===== src/core/lsd_pkg.sv =====
// Purpose: shared constants and types of the serial LED sink core
// Assumes: one clock, core_clk at 200 MHz; serial pins synchronous to it
// Notes: register indices are word addresses on the plain register port
package lsd_pkg;
  localparam int CH_N = 16;
  localparam int ADDR_W = 4;
  localparam int DATA_W = 16;
  // Shift stage shown on serial_out half a serial period after its edge
  localparam int SO_TAP = 8;

  // ***********************
  // Register indices
  // ***********************
  localparam logic [ADDR_W-1:0] REG_CTRL = 4'h0;
  localparam logic [ADDR_W-1:0] REG_STATUS = 4'h1;
  localparam logic [ADDR_W-1:0] REG_MASK = 4'h2;
  localparam logic [ADDR_W-1:0] REG_DISPLAY = 4'h3;
  localparam logic [ADDR_W-1:0] REG_OPEN = 4'h4;
  localparam logic [ADDR_W-1:0] REG_SHORT = 4'h5;
  localparam logic [ADDR_W-1:0] REG_MODE = 4'h6;
  localparam logic [ADDR_W-1:0] REG_SHIFT = 4'h7;

  // Control bits
  localparam int CTRL_ERR_EN = 0;
  localparam int CTRL_DIAG_EN = 1;
  localparam int CTRL_LOW_CUR = 2;
  localparam logic [DATA_W-1:0] CTRL_RST = 16'h0000;

  // Status and mask bits
  localparam int ST_LOAD = 0;
  localparam int ST_FAULT = 1;
  localparam int ST_HOT = 2;
  localparam int ST_W = 3;
  localparam logic [ST_W-1:0] ST_RST = 3'h0;
  localparam logic [ST_W-1:0] MASK_RST = 3'h0;

  localparam logic [CH_N-1:0] CH_ZERO = 16'h0000;
  localparam logic [DATA_W-1:0] RD_ZERO = 16'h0000;

  // Error modes, Gray stepped along the usual walk except the TEMP to GLOBAL wrap, which flips three bits
  typedef enum logic [2:0] {
    LSD_NORMAL = 3'h0,
    LSD_GLOBAL = 3'h1,
    LSD_OPEN = 3'h3,
    LSD_SHORT = 3'h2,
    LSD_TEMP = 3'h6
  } lsd_mode_e;

  typedef struct packed {
    logic [CH_N-1:0] open_ch;
    logic [CH_N-1:0] short_ch;
    logic hot;
  } lsd_diag_s;

  typedef struct packed {
    logic [ADDR_W-1:0] addr;
    logic [DATA_W-1:0] wdata;
    logic wr;
    logic rd;
  } lsd_bus_s;

  function automatic logic [DATA_W-1:0] lsd_pad_st(input logic [ST_W-1:0] v);
    lsd_pad_st = {{(DATA_W-ST_W){1'b0}}, v};
  endfunction : lsd_pad_st
endpackage : lsd_pkg


===== src/core/lsd_core.sv =====
// Purpose: serial-loaded control of 16 LED sink channels with diagnostics
// Assumes: serial pins synchronous to core_clk, serial clock well below it
// Notes: error mode entered through the control register
`timescale 1ns/10ps
module lsd_core
  import lsd_pkg::*;
(
  input wire logic core_clk, // 200 MHz clock
  input wire logic rst_b, // Async reset, low
  input wire logic ce, // Clock enable
  input wire logic serial_clk, // Host serial clock
  input wire logic serial_in, // Serial data in
  input wire logic load_strobe, // Load strobe
  input wire logic drive_gate_n, // Driver gate, low on
  input wire lsd_pkg::lsd_diag_s sense, // Channel sense results
  output logic serial_out, // Serial data out
  output logic [lsd_pkg::CH_N-1:0] led_sink_channels, // Sink enables
  output logic low_current, // Reduced drive request
  input wire lsd_pkg::lsd_bus_s bus, // Register request
  output logic [lsd_pkg::DATA_W-1:0] rdata, // Read data
  output logic irq // Interrupt level
);
  // ***********************
  // Edge detection
  // ***********************
  logic sck_rise;
  logic sck_fall;
  logic ld_rise;

  lsd_edge u_sck (
    .core_clk(core_clk),
    .rst_b(rst_b),
    .ce(ce),
    .pin(serial_clk),
    .rise(sck_rise),
    .fall(sck_fall)
  );

  lsd_edge u_ld (
    .core_clk(core_clk),
    .rst_b(rst_b),
    .ce(ce),
    .pin(load_strobe),
    .rise(ld_rise),
    .fall()
  );

  // ***********************
  // Serial path and display
  // ***********************
  logic [CH_N-1:0] shift_q;
  logic [CH_N-1:0] display;
  logic [CH_N-1:0] led_q;
  logic so_q;
  lsd_mode_e mode;
  lsd_diag_s result;
  logic glob;
  logic [DATA_W-1:0] ctrl;
  logic [CH_N-1:0] next_shift;
  logic [CH_N-1:0] next_display;
  logic [CH_N-1:0] next_led;
  logic next_so;
  lsd_mode_e next_mode;
  lsd_diag_s next_result;
  logic next_glob;
  logic diag_on;
  logic load_fault;

  assign diag_on = ctrl[CTRL_DIAG_EN];
  // Only lit channels can report open or short
  assign load_fault = (|(sense.open_ch & display)) | (|(sense.short_ch & display)) | sense.hot;

  always_comb
  begin
    next_shift = shift_q;
    next_display = display;
    next_mode = mode;
    next_result = result;
    next_glob = glob;
    next_so = so_q;
    if (sck_rise && mode == LSD_NORMAL)
      next_shift = {shift_q[CH_N-2:0], serial_in};
    if (!ctrl[CTRL_ERR_EN])
      next_mode = LSD_NORMAL;
    else
    begin
      unique case (mode)
        LSD_NORMAL: next_mode = LSD_GLOBAL;
        LSD_GLOBAL: next_mode = sck_rise ? LSD_OPEN : mode;
        LSD_OPEN: next_mode = sck_rise ? LSD_SHORT : mode;
        LSD_SHORT: next_mode = sck_rise ? LSD_TEMP : mode;
        LSD_TEMP: next_mode = sck_rise ? LSD_GLOBAL : mode;
        default: next_mode = LSD_NORMAL;
      endcase
    end
    if (ld_rise)
      next_display = shift_q;
    if (ld_rise && diag_on)
    begin
      next_result.open_ch = sense.open_ch & display;
      next_result.short_ch = sense.short_ch & display;
      next_result.hot = sense.hot;
      next_glob = load_fault;
    end
    if (ce)
    begin
      unique case (mode)
        LSD_NORMAL: next_so = sck_fall ? shift_q[SO_TAP] : so_q;
        LSD_GLOBAL: next_so = ~glob;
        LSD_OPEN: next_so = ~(|result.open_ch);
        LSD_SHORT: next_so = ~(|result.short_ch);
        LSD_TEMP: next_so = ~result.hot;
        default: next_so = 1'b1;
      endcase
    end
    next_led = led_q;
    if (ce)
      next_led = drive_gate_n ? CH_ZERO : display;
  end

  always_ff @(posedge core_clk or negedge rst_b)
  begin
    if (!rst_b)
    begin
      shift_q <= CH_ZERO;
      display <= CH_ZERO;
      led_q <= CH_ZERO;
      so_q <= 1'b1;
      mode <= LSD_NORMAL;
      result <= '0;
      glob <= 1'b0;
    end
    else if (ce)
    begin
      shift_q <= next_shift;
      display <= next_display;
      led_q <= next_led;
      so_q <= next_so;
      mode <= next_mode;
      result <= next_result;
      glob <= next_glob;
    end
  end

  // in normal mode the tap stage feeds the next device in chain; error modes send fault flags
  assign serial_out = so_q;
  assign led_sink_channels = led_q;
  assign low_current = ctrl[CTRL_LOW_CUR] & (diag_on | mode != LSD_NORMAL);

  // ***********************
  // Register port and interrupt
  // ***********************
  logic [ST_W-1:0] status;
  logic [ST_W-1:0] mask;
  logic [DATA_W-1:0] rdata_q;
  logic [DATA_W-1:0] next_ctrl;
  logic [ST_W-1:0] next_status;
  logic [ST_W-1:0] next_mask;
  logic [DATA_W-1:0] next_rdata;
  logic [ST_W-1:0] events;

  always_comb
  begin
    events = '0;
    events[ST_LOAD] = ld_rise;
    events[ST_FAULT] = ld_rise & diag_on & load_fault;
    events[ST_HOT] = ld_rise & diag_on & sense.hot;
    next_ctrl = ctrl;
    next_mask = mask;
    next_status = status;
    if (bus.wr && bus.addr == REG_CTRL)
      next_ctrl = bus.wdata;
    if (bus.wr && bus.addr == REG_MASK)
      next_mask = bus.wdata[ST_W-1:0];
    if (bus.wr && bus.addr == REG_STATUS)
      next_status = status & ~bus.wdata[ST_W-1:0];
    // Set wins over a same-cycle clear
    next_status = next_status | events;
    next_rdata = RD_ZERO;
    if (bus.rd)
    begin
      unique case (bus.addr)
        REG_CTRL: next_rdata = ctrl;
        REG_STATUS: next_rdata = lsd_pad_st(status);
        REG_MASK: next_rdata = lsd_pad_st(mask);
        REG_DISPLAY: next_rdata = display;
        REG_OPEN: next_rdata = result.open_ch;
        REG_SHORT: next_rdata = result.short_ch;
        REG_MODE: next_rdata = {{(DATA_W-5){1'b0}}, result.hot, glob, mode};
        REG_SHIFT: next_rdata = shift_q;
        default: next_rdata = RD_ZERO;
      endcase
    end
  end

  always_ff @(posedge core_clk or negedge rst_b)
  begin
    if (!rst_b)
    begin
      ctrl <= CTRL_RST;
      status <= ST_RST;
      mask <= MASK_RST;
      rdata_q <= RD_ZERO;
    end
    else if (ce)
    begin
      ctrl <= next_ctrl;
      status <= next_status;
      mask <= next_mask;
      rdata_q <= next_rdata;
    end
  end

  assign rdata = rdata_q;
  assign irq = |(status & mask);

  // ***********************
  // Assertions
  // ***********************
  shift_on_rise_a : assert property (@(posedge core_clk) disable iff (!rst_b)
    sck_rise && mode == LSD_NORMAL |=> shift_q == {$past(shift_q[CH_N-2:0]), $past(serial_in)})
    else $error("shift register did not take serial_in");

  err_no_shift_a : assert property (@(posedge core_clk) disable iff (!rst_b)
    sck_rise && mode == LSD_GLOBAL && ctrl[CTRL_ERR_EN] |=> $stable(shift_q) && mode == LSD_OPEN)
    else $error("error mode did not step or data shifted");

  gate_off_a : assert property (@(posedge core_clk) disable iff (!rst_b)
    ce && drive_gate_n |=> led_sink_channels == CH_ZERO)
    else $error("drivers on while gate high");

  so_tap_a : assert property (@(posedge core_clk) disable iff (!rst_b)
    sck_fall && mode == LSD_NORMAL |=> serial_out == $past(shift_q[SO_TAP]))
    else $error("serial_out not from tap stage");

  global_out_a : assert property (@(posedge core_clk) disable iff (!rst_b)
    ce && mode == LSD_GLOBAL ##1 mode == LSD_GLOBAL |-> serial_out == ~$past(glob))
    else $error("global fault polarity wrong");

  load_copy_a : assert property (@(posedge core_clk) disable iff (!rst_b)
    ld_rise |=> display == $past(shift_q))
    else $error("load did not copy shift register");

  data_hold_a : assert property (@(posedge core_clk) disable iff (!rst_b)
    !ld_rise |=> $stable(display))
    else $error("display changed without load");

  chan_map_a : assert property (@(posedge core_clk) disable iff (!rst_b)
    ce && !drive_gate_n |=> led_sink_channels == $past(display))
    else $error("channel does not follow its data bit");

  fault_cap_a : assert property (@(posedge core_clk) disable iff (!rst_b)
    ld_rise && diag_on |=> glob == $past(load_fault) && (status[ST_FAULT] || !$past(load_fault)))
    else $error("global fault not captured at load");

  load_seen_a : assert property (@(posedge core_clk) disable iff (!rst_b)
    ld_rise |=> status[ST_LOAD])
    else $error("load event not recorded");

  open_cap_a : assert property (@(posedge core_clk) disable iff (!rst_b)
    ld_rise && diag_on |=> result.open_ch == ($past(sense.open_ch) & $past(display)))
    else $error("open sense not captured on lit channels");

  hot_cap_a : assert property (@(posedge core_clk) disable iff (!rst_b)
    ld_rise && diag_on |=> result.hot == $past(sense.hot))
    else $error("temperature result not kept");

  open_read_a : assert property (@(posedge core_clk) disable iff (!rst_b)
    ce && bus.rd && bus.addr == REG_OPEN |=> rdata == $past(result.open_ch))
    else $error("open result not read back");

  ce_freeze_a : assert property (@(posedge core_clk) disable iff (!rst_b)
    !ce |=> $stable(display) && $stable(status) && $stable(mode))
    else $error("state moved while clock enable low");

  low_cur_a : assert property (@(posedge core_clk) disable iff (!rst_b)
    low_current |-> ctrl[CTRL_LOW_CUR])
    else $error("low current without request");
endmodule : lsd_core


===== src/core/lsd_edge.sv =====
// Purpose: rising and falling edge pulses of a sampled pin
// Assumes: pin already synchronous to core_clk
// Notes: pulses are suppressed while the clock enable is low
`timescale 1ns/10ps
module lsd_edge
  import lsd_pkg::*;
(
  input wire logic core_clk, // Core clock
  input wire logic rst_b, // Async reset, low
  input wire logic ce, // Clock enable
  input wire logic pin, // Sampled pin
  output logic rise, // One-cycle rise pulse
  output logic fall // One-cycle fall pulse
);
  logic prev;
  logic next_prev;

  always_comb
  begin
    next_prev = ce ? pin : prev;
  end

  always_ff @(posedge core_clk or negedge rst_b)
  begin
    if (!rst_b)
      prev <= 1'b0;
    else
      prev <= next_prev;
  end

  assign rise = ce & pin & ~prev;
  assign fall = ce & ~pin & prev;
endmodule : lsd_edge


===== config.mk =====
export PLATFORM = sky130hd
export DESIGN_NAME = lsd_core
export DESIGN_NICKNAME = d
export VERILOG_FILES = /design/src/core/lsd_pkg.sv /design/src/core/lsd_core.sv /design/src/core/lsd_edge.sv
export SDC_FILE = /design/constraint.sdc
export NUM_CORES = 1
export LEC_CHECK = 0
export ABC_AREA = 1
export ABC_CLOCK_PERIOD_IN_PS = 1500
export BUFFER_PORTS_ARGS = -buffer_cell sky130_fd_sc_hd__buf_2
export CAP_MARGIN = 20
export CORE_MARGIN = 2
export CORE_UTILIZATION = 25
export DETAILED_ROUTE_END_ITERATION = 8
export GPL_TIMING_DRIVEN = 0
export PLACE_DENSITY = 0.51
export SYNTH_ARGS = -nofsm -noshare
export SYNTH_HDL_FRONTEND = slang
export SYNTH_HIERARCHICAL = 1
export SYNTH_SLANG_ARGS = --single-unit

===== constraint.sdc =====
create_clock -name core_clk -period 1.5 [get_ports core_clk]
set_input_delay 0.225 -clock core_clk [delete_from_list [all_inputs] [get_ports core_clk]]
set_output_delay 0.225 -clock core_clk [all_outputs]
set_load 0.1 [all_outputs]

==> results of run 1 <==
==> metal layers <==
layer	vias up	share of wire	global-route usage
met4	6	0.013	0.05357
met2	128	0.47	0.2606
met3	25	0.047	0.03796
met1	2551	0.47	0.2142
met5	-	0.0016	0
li1	2680	-	-
==> path summary, 6_finish.rpt <==
check,start,to
setup / recovery,mode[2]$_DFFE_PN0P_,low_current
hold / removal,bus[16],ctrl[14]$_DFFE_PN0P_
setup reg to reg,u_ld/prev$_DFFE_PN0P_,result[15]$_DFFE_PN0P_
hold reg to reg,rdata[5]$_DFFE_PN0P_,rdata[5]$_DFFE_PN0P_
max in group asynchronous,rst_b,rdata[0]$_DFFE_PN0P_
min in group asynchronous,rst_b,led_sink_channels[2]$_DFFE_PN0P_
==> state kept, by name, summed over array words and instances, names as in the netlist, 3 cells and up <==
register and cells:
rdata 16, display 16, shift_q 16, status 3, result 33, mode 3, mask 3, ctrl 16
led_sink_channels 16
==> power by group <==
group          internal (mW)  leakage [nW]  switching (mW)
Sequential              3.82          1.68           0.342
Clock                   2.31         0.272            1.70
Combinational          0.645          1.95            1.50
Total                   6.77          3.90            3.54
==> worst reg2reg max path: cells and delay by family, from the launching register on <==
kind	cells	cell delay, ns
AOI/OAI and AO/OA	1	0.05
buffers and inverters	3	0.34
DFF	1	0.39
and+or+nand+nor	4	0.49
==> what timing repair did <==
item                                    CTS  global route
cloned                                    0             0
buffers inserted                          1             7
hold endpoints to repair                 55             0
gates resized for setup                  11            21
endpoints found under the setup margin   18            36
pin swaps                                 0             2
hold buffers                              1             0
==> final cells by class <==
cell class              count  area, sq um  area share
clock inverters            14        133.9     0.01722
inverters                  75        284.0     0.03652
repair buffers            106        616.8     0.07932
multi-input cells         529         2530      0.3253
plain buffers              31        217.7     0.02800
flip-flops and latches    126         3157      0.4060
well taps                 324        405.4     0.05213
clock buffers              18        429.2     0.05519
diodes                      1        2.502   0.0003218
==> per-stage QoR <==
step           instances  cell area (sq um)
2_1_floorplan        761               6145
3_3_place_gp        1181               7030
3_5_place_dp        1182               7064
4_1_cts             1216               7671
5_1_grt             1223               7774
6_report            1224               7776
==> flow_summary_export.csv, run 1 <==
group,metric,value,unit
sta,fmax,645.7,MHz
worst_setup_path,crit_path_top_delay_cell,"dfrtp_2",
worst_setup_path,path_depth,5,
routing,first_pass_iters,5,
worst_hold_path,hold_path.class,"in -> reg",
routing,wl_per_cell,16.47,microns
cells_and_area,final_cell_mix,"nand2_1, dfrtp_1, buf_2",
clocking,cts_buffers,17,
placement,dp_hpwl,15540,microns
sta,finalCritPeriodShare,1.032,
worst_setup_path,r2r_slack,0.11,ns
worst_setup_path,critical_path.startpoint_type,"flip-flop",
cells_and_area,fin_util,0.3207,
status,violations,"negative setup slack",
routing,drc,0,
worst_setup_path,r2r_cells,8,
synth,syn_avg_cell_area,8.074,sq um
routing,vias,5390,
routing,avgViaCountPerCell,4.404,
power,p_per_area,1326,mW/mm^2
floorplanning,num_io_pins,97,
sta,period_minus_slack,1.549,ns
sta,final_max_slew_viol_count,0,
placement,port-buffer-count,96,
grt,antenna_found_initial,4,
floorplanning,dieHeight,160.8,microns
placement,pre_cts_ws,-0.1905,ns
power,power,10.31,mW
clocking,cts.clk_slew.worst_paths,0.06,ns
worst_setup_path,critical_path_class,"reg -> out",
floorplanning,fp.dieArea,0.02585,sq mm
worst_setup_path,critical_path_required,1.27,ns
floorplanning,die_w,160.8,microns
clocking,htreeDepth,4,
synth,synth_area,0.006145,sq mm
floorplanning,core_area,0.02425,sq mm
routing,drtIter0Drc,363,
cells_and_area,nFillCells,2626,
worst_setup_path,arrival,1.32,ns
job,maxCapViolCount,0,
routing,ant_nets,0,
sta,finalHoldViolCount,0,
cells_and_area,drive_above_1_share,0.2536,
sta,tightest_slew,0.7006,ns
worst_setup_path,end_kind,"output port",
sta,hold_ws,0.03114,ns
clocking,clk_path_buf_depth,2,
sta,setup_viol,1,
placement,place.gp.congestion,0.8139,
power,ir_drop,852.6,uV
grt,grt_overflow,0,
clocking,clock_sinks,126,
cells_and_area,syn2layout_area_growth,26.55,%
clocking,clk_latency,0.43,ns
sta,rsz0062_at_grt,"yes",
synth,synth_nets,823,
power,p_leak,3.897,nW
cells_and_area,nNetsFinal,948,
worst_setup_path,cpPeakStageDelay,0.45,ns
grt,grt_use_total,0.1615,
floorplanning,start_util,0.2534,
routing,routed_wirelength,20160,microns
synth,yosys_warnings,6,
cells_and_area,final_common_cell,"nand2_1",
grt,grt_pass1_vias,5406,
sta,fin_tns_setup,-0.04865,ns
clocking,cts_tree,"yes",
worst_setup_path,cpLargestDelayFamily,"flip-flops",
status,outcome,"finished with violations",
worst_hold_path,whs_path_depth,2,
synth,netlist_instances,761,
grt,grt_max_degree,72,
worst_setup_path,critPathMaxFanout,7,
worst_setup_path,critPathBufInv,3,
sta,setup_slack,-0.04865,ns
clocking,cts_root_buf,"clkbuf_16",
worst_setup_path,path_cells,"inv_4 > nand3_2 > nand2_2 > inv_2 > buf_12",
grt,grt_pass1_wl,31300,microns
sta,worst_clock_skew,0.009025,ns
sta,max_slew_margin,0.5329,
floorplanning,core.rowCount,57,
Note: power is estimated with default switching activity, not from simulation.
==> run 2: changes to the inputs <==
Settings changed: CORE_MARGIN 2 to default.
==> flow_summary_export.csv, run 2 (synthesis results as in run 1) <==
group,metric,value,unit
status,outcome,"finished with violations",
status,violations,"negative setup slack",
job,maxCapViolCount,0,
floorplanning,num_io_pins,97,
floorplanning,core.rowCount,57,
sta,setup_slack,-0.08029,ns
clocking,htreeDepth,4,
clocking,cts_root_buf,"clkbuf_16",
sta,period_minus_slack,1.580,ns
placement,place_area,0.007064,sq mm
clocking,cts.clk_slew.worst_paths,0.06,ns
worst_setup_path,critical_path.startpoint_type,"flip-flop",
routing,drc,0,
clocking,clk_latency,0.43,ns
routing,wl_per_cell,16.37,microns
worst_setup_path,end_kind,"output port",
sta,tightest_slew,0.6589,ns
floorplanning,die_w,158.8,microns
sta,rsz0062_at_grt,"yes",
cells_and_area,final_area,0.007799,sq mm
cells_and_area,drive_above_1_share,0.2570,
cells_and_area,largest_reg_flops,33,
sta,max_slew_margin,0.5607,
placement,dp_hpwl,15450,microns
sta,setup_viol,1,
power,ir_drop,777.7,uV
grt,antenna_found_initial,2,
power,power,10.42,mW
clocking,clk_path_buf_depth,2,
clocking,clock_sinks,126,
placement,place.gp.congestion,0.8219,
clocking,cts_buffers,17,
floorplanning,start_util,0.2542,
sta,final_max_slew_viol_count,0,
cells_and_area,syn2layout_area_growth,26.92,%
routing,avgViaCountPerCell,4.416,
worst_setup_path,arrival,1.36,ns
cells_and_area,nFillCells,2588,
cells_and_area,final_cell_mix,"nand2_1, dfrtp_1, buf_2",
sta,worst_clock_skew,0.01277,ns
floorplanning,fp.dieArea,0.02521,sq mm
routing,routed_wirelength,20030,microns
grt,grt_use_total,0.1678,
cells_and_area,fin_util,0.3226,
worst_setup_path,critical_path_required,1.27,ns
cells_and_area,multi_input_area,0.002529,sq mm
cells_and_area,final_common_cell,"nand2_1",
grt,grt_overflow,0,
cells_and_area,nNetsFinal,948,
cells_and_area,largest_register,"result",
sta,hold_ws,0.03742,ns
routing,vias,5405,
routing,drtIter0Drc,387,
sta,finalHoldViolCount,0,
grt,grt_max_degree,66,
power,p_leak,3.895,nW
cells_and_area,final-seq-area,0.003159,sq mm
routing,ant_nets,0,
clocking,cts_tree,"yes",
worst_setup_path,critical_path_class,"reg -> out",
worst_hold_path,hold_path.class,"in -> reg",
grt,grt_pass1_wl,31810,microns
placement,pre_cts_ws,-0.2201,ns
sta,fmax,632.8,MHz
power,p_per_area,1337,mW/mm^2
floorplanning,dieHeight,158.8,microns
sta,finalCritPeriodShare,1.054,
placement,port-buffer-count,96,
grt,grt_pass1_vias,5502,
routing,first_pass_iters,7,
floorplanning,core_area,0.02418,sq mm
worst_setup_path,critPathMaxFanout,4,
## run 2: changes by cell type in the layout (fill, tap and decap cells not counted), sizes merged
cell      delta
clkinvlp     +3
inv          -2
bufinv       +1
clkinv       -1
clkbuf       -1
## run 2: critical path: stages, from the launching register on
cell     delay, ns
dfrtp_2       0.44
nor2_4        0.16
nand3_2       0.08
nand2_2       0.06
inv_2         0.04
buf_12        0.15
## run 2: timing repair
item	CTS	global route
pin swaps	0	1
hold endpoints to repair	63	0
resized for setup	11	19
hold buffers	1	0
setup buffers	1	7
setup endpoints to repair	19	44
## run 2: metal layers
layer | track usage | share of wire | vias up
li1 | - | - | 2677
met1 | 0.2154 | 0.46 | 2538
met2 | 0.2669 | 0.46 | 158
met3 | 0.03892 | 0.052 | 30
met4 | 0.07679 | 0.027 | 2
met5 | 0 | 0.00080 | -
## run 2: final timing paths
path / startpoint / cells after the start / slack (ns) / end
hold reg to reg: rdata[8]$_DFFE_PN0P_ / 2 / 0.47 / rdata[8]$_DFFE_PN0P_
setup / recovery: mode[0]$_DFFE_PN0P_ / 5 / -0.08 / low_current
min in group asynchronous: rst_b / 2 / 0.38 / u_ld/prev$_DFFE_PN0P_
hold / removal: serial_clk / 3 / 0.04 / u_sck/prev$_DFFE_PN0P_
setup reg to reg: mode[0]$_DFFE_PN0P_ / 5 / 0.09 / shift_q[4]$_DFFE_PN0P_
max in group asynchronous: rst_b / 3 / 0.38 / ctrl[9]$_DFFE_PN0P_
## run 2: power by group
group / internal, mW / leakage (nW) / switching, mW
sequential: 3.82 / 1.67 / 0.342
combinational: 0.633 / 1.95 / 1.50
clock: 2.46 / 0.272 / 1.67
## run 2: layout make-up
| type | instances | area share |
|---|---|---|
| multi-input combinational | 529 | 0.3242 |
| inverter | 75 | 0.03642 |
| tap | 324 | 0.05198 |
| timing repair buffer | 106 | 0.07910 |
| clock inverter | 15 | 0.02102 |
| clock buffer | 17 | 0.05455 |
| antenna | 1 | 0.0003209 |
| buffer | 31 | 0.02727 |
| sequential | 126 | 0.4051 |
## run 2: per-stage QoR
step,setup TNS (ns),cells
detailed placement,-10.08,1182
floorplan,0,761
finish,-0.08029,1224
CTS,-0.1065,1216
global route,-0.1270,1223
global placement,-216.63,1181
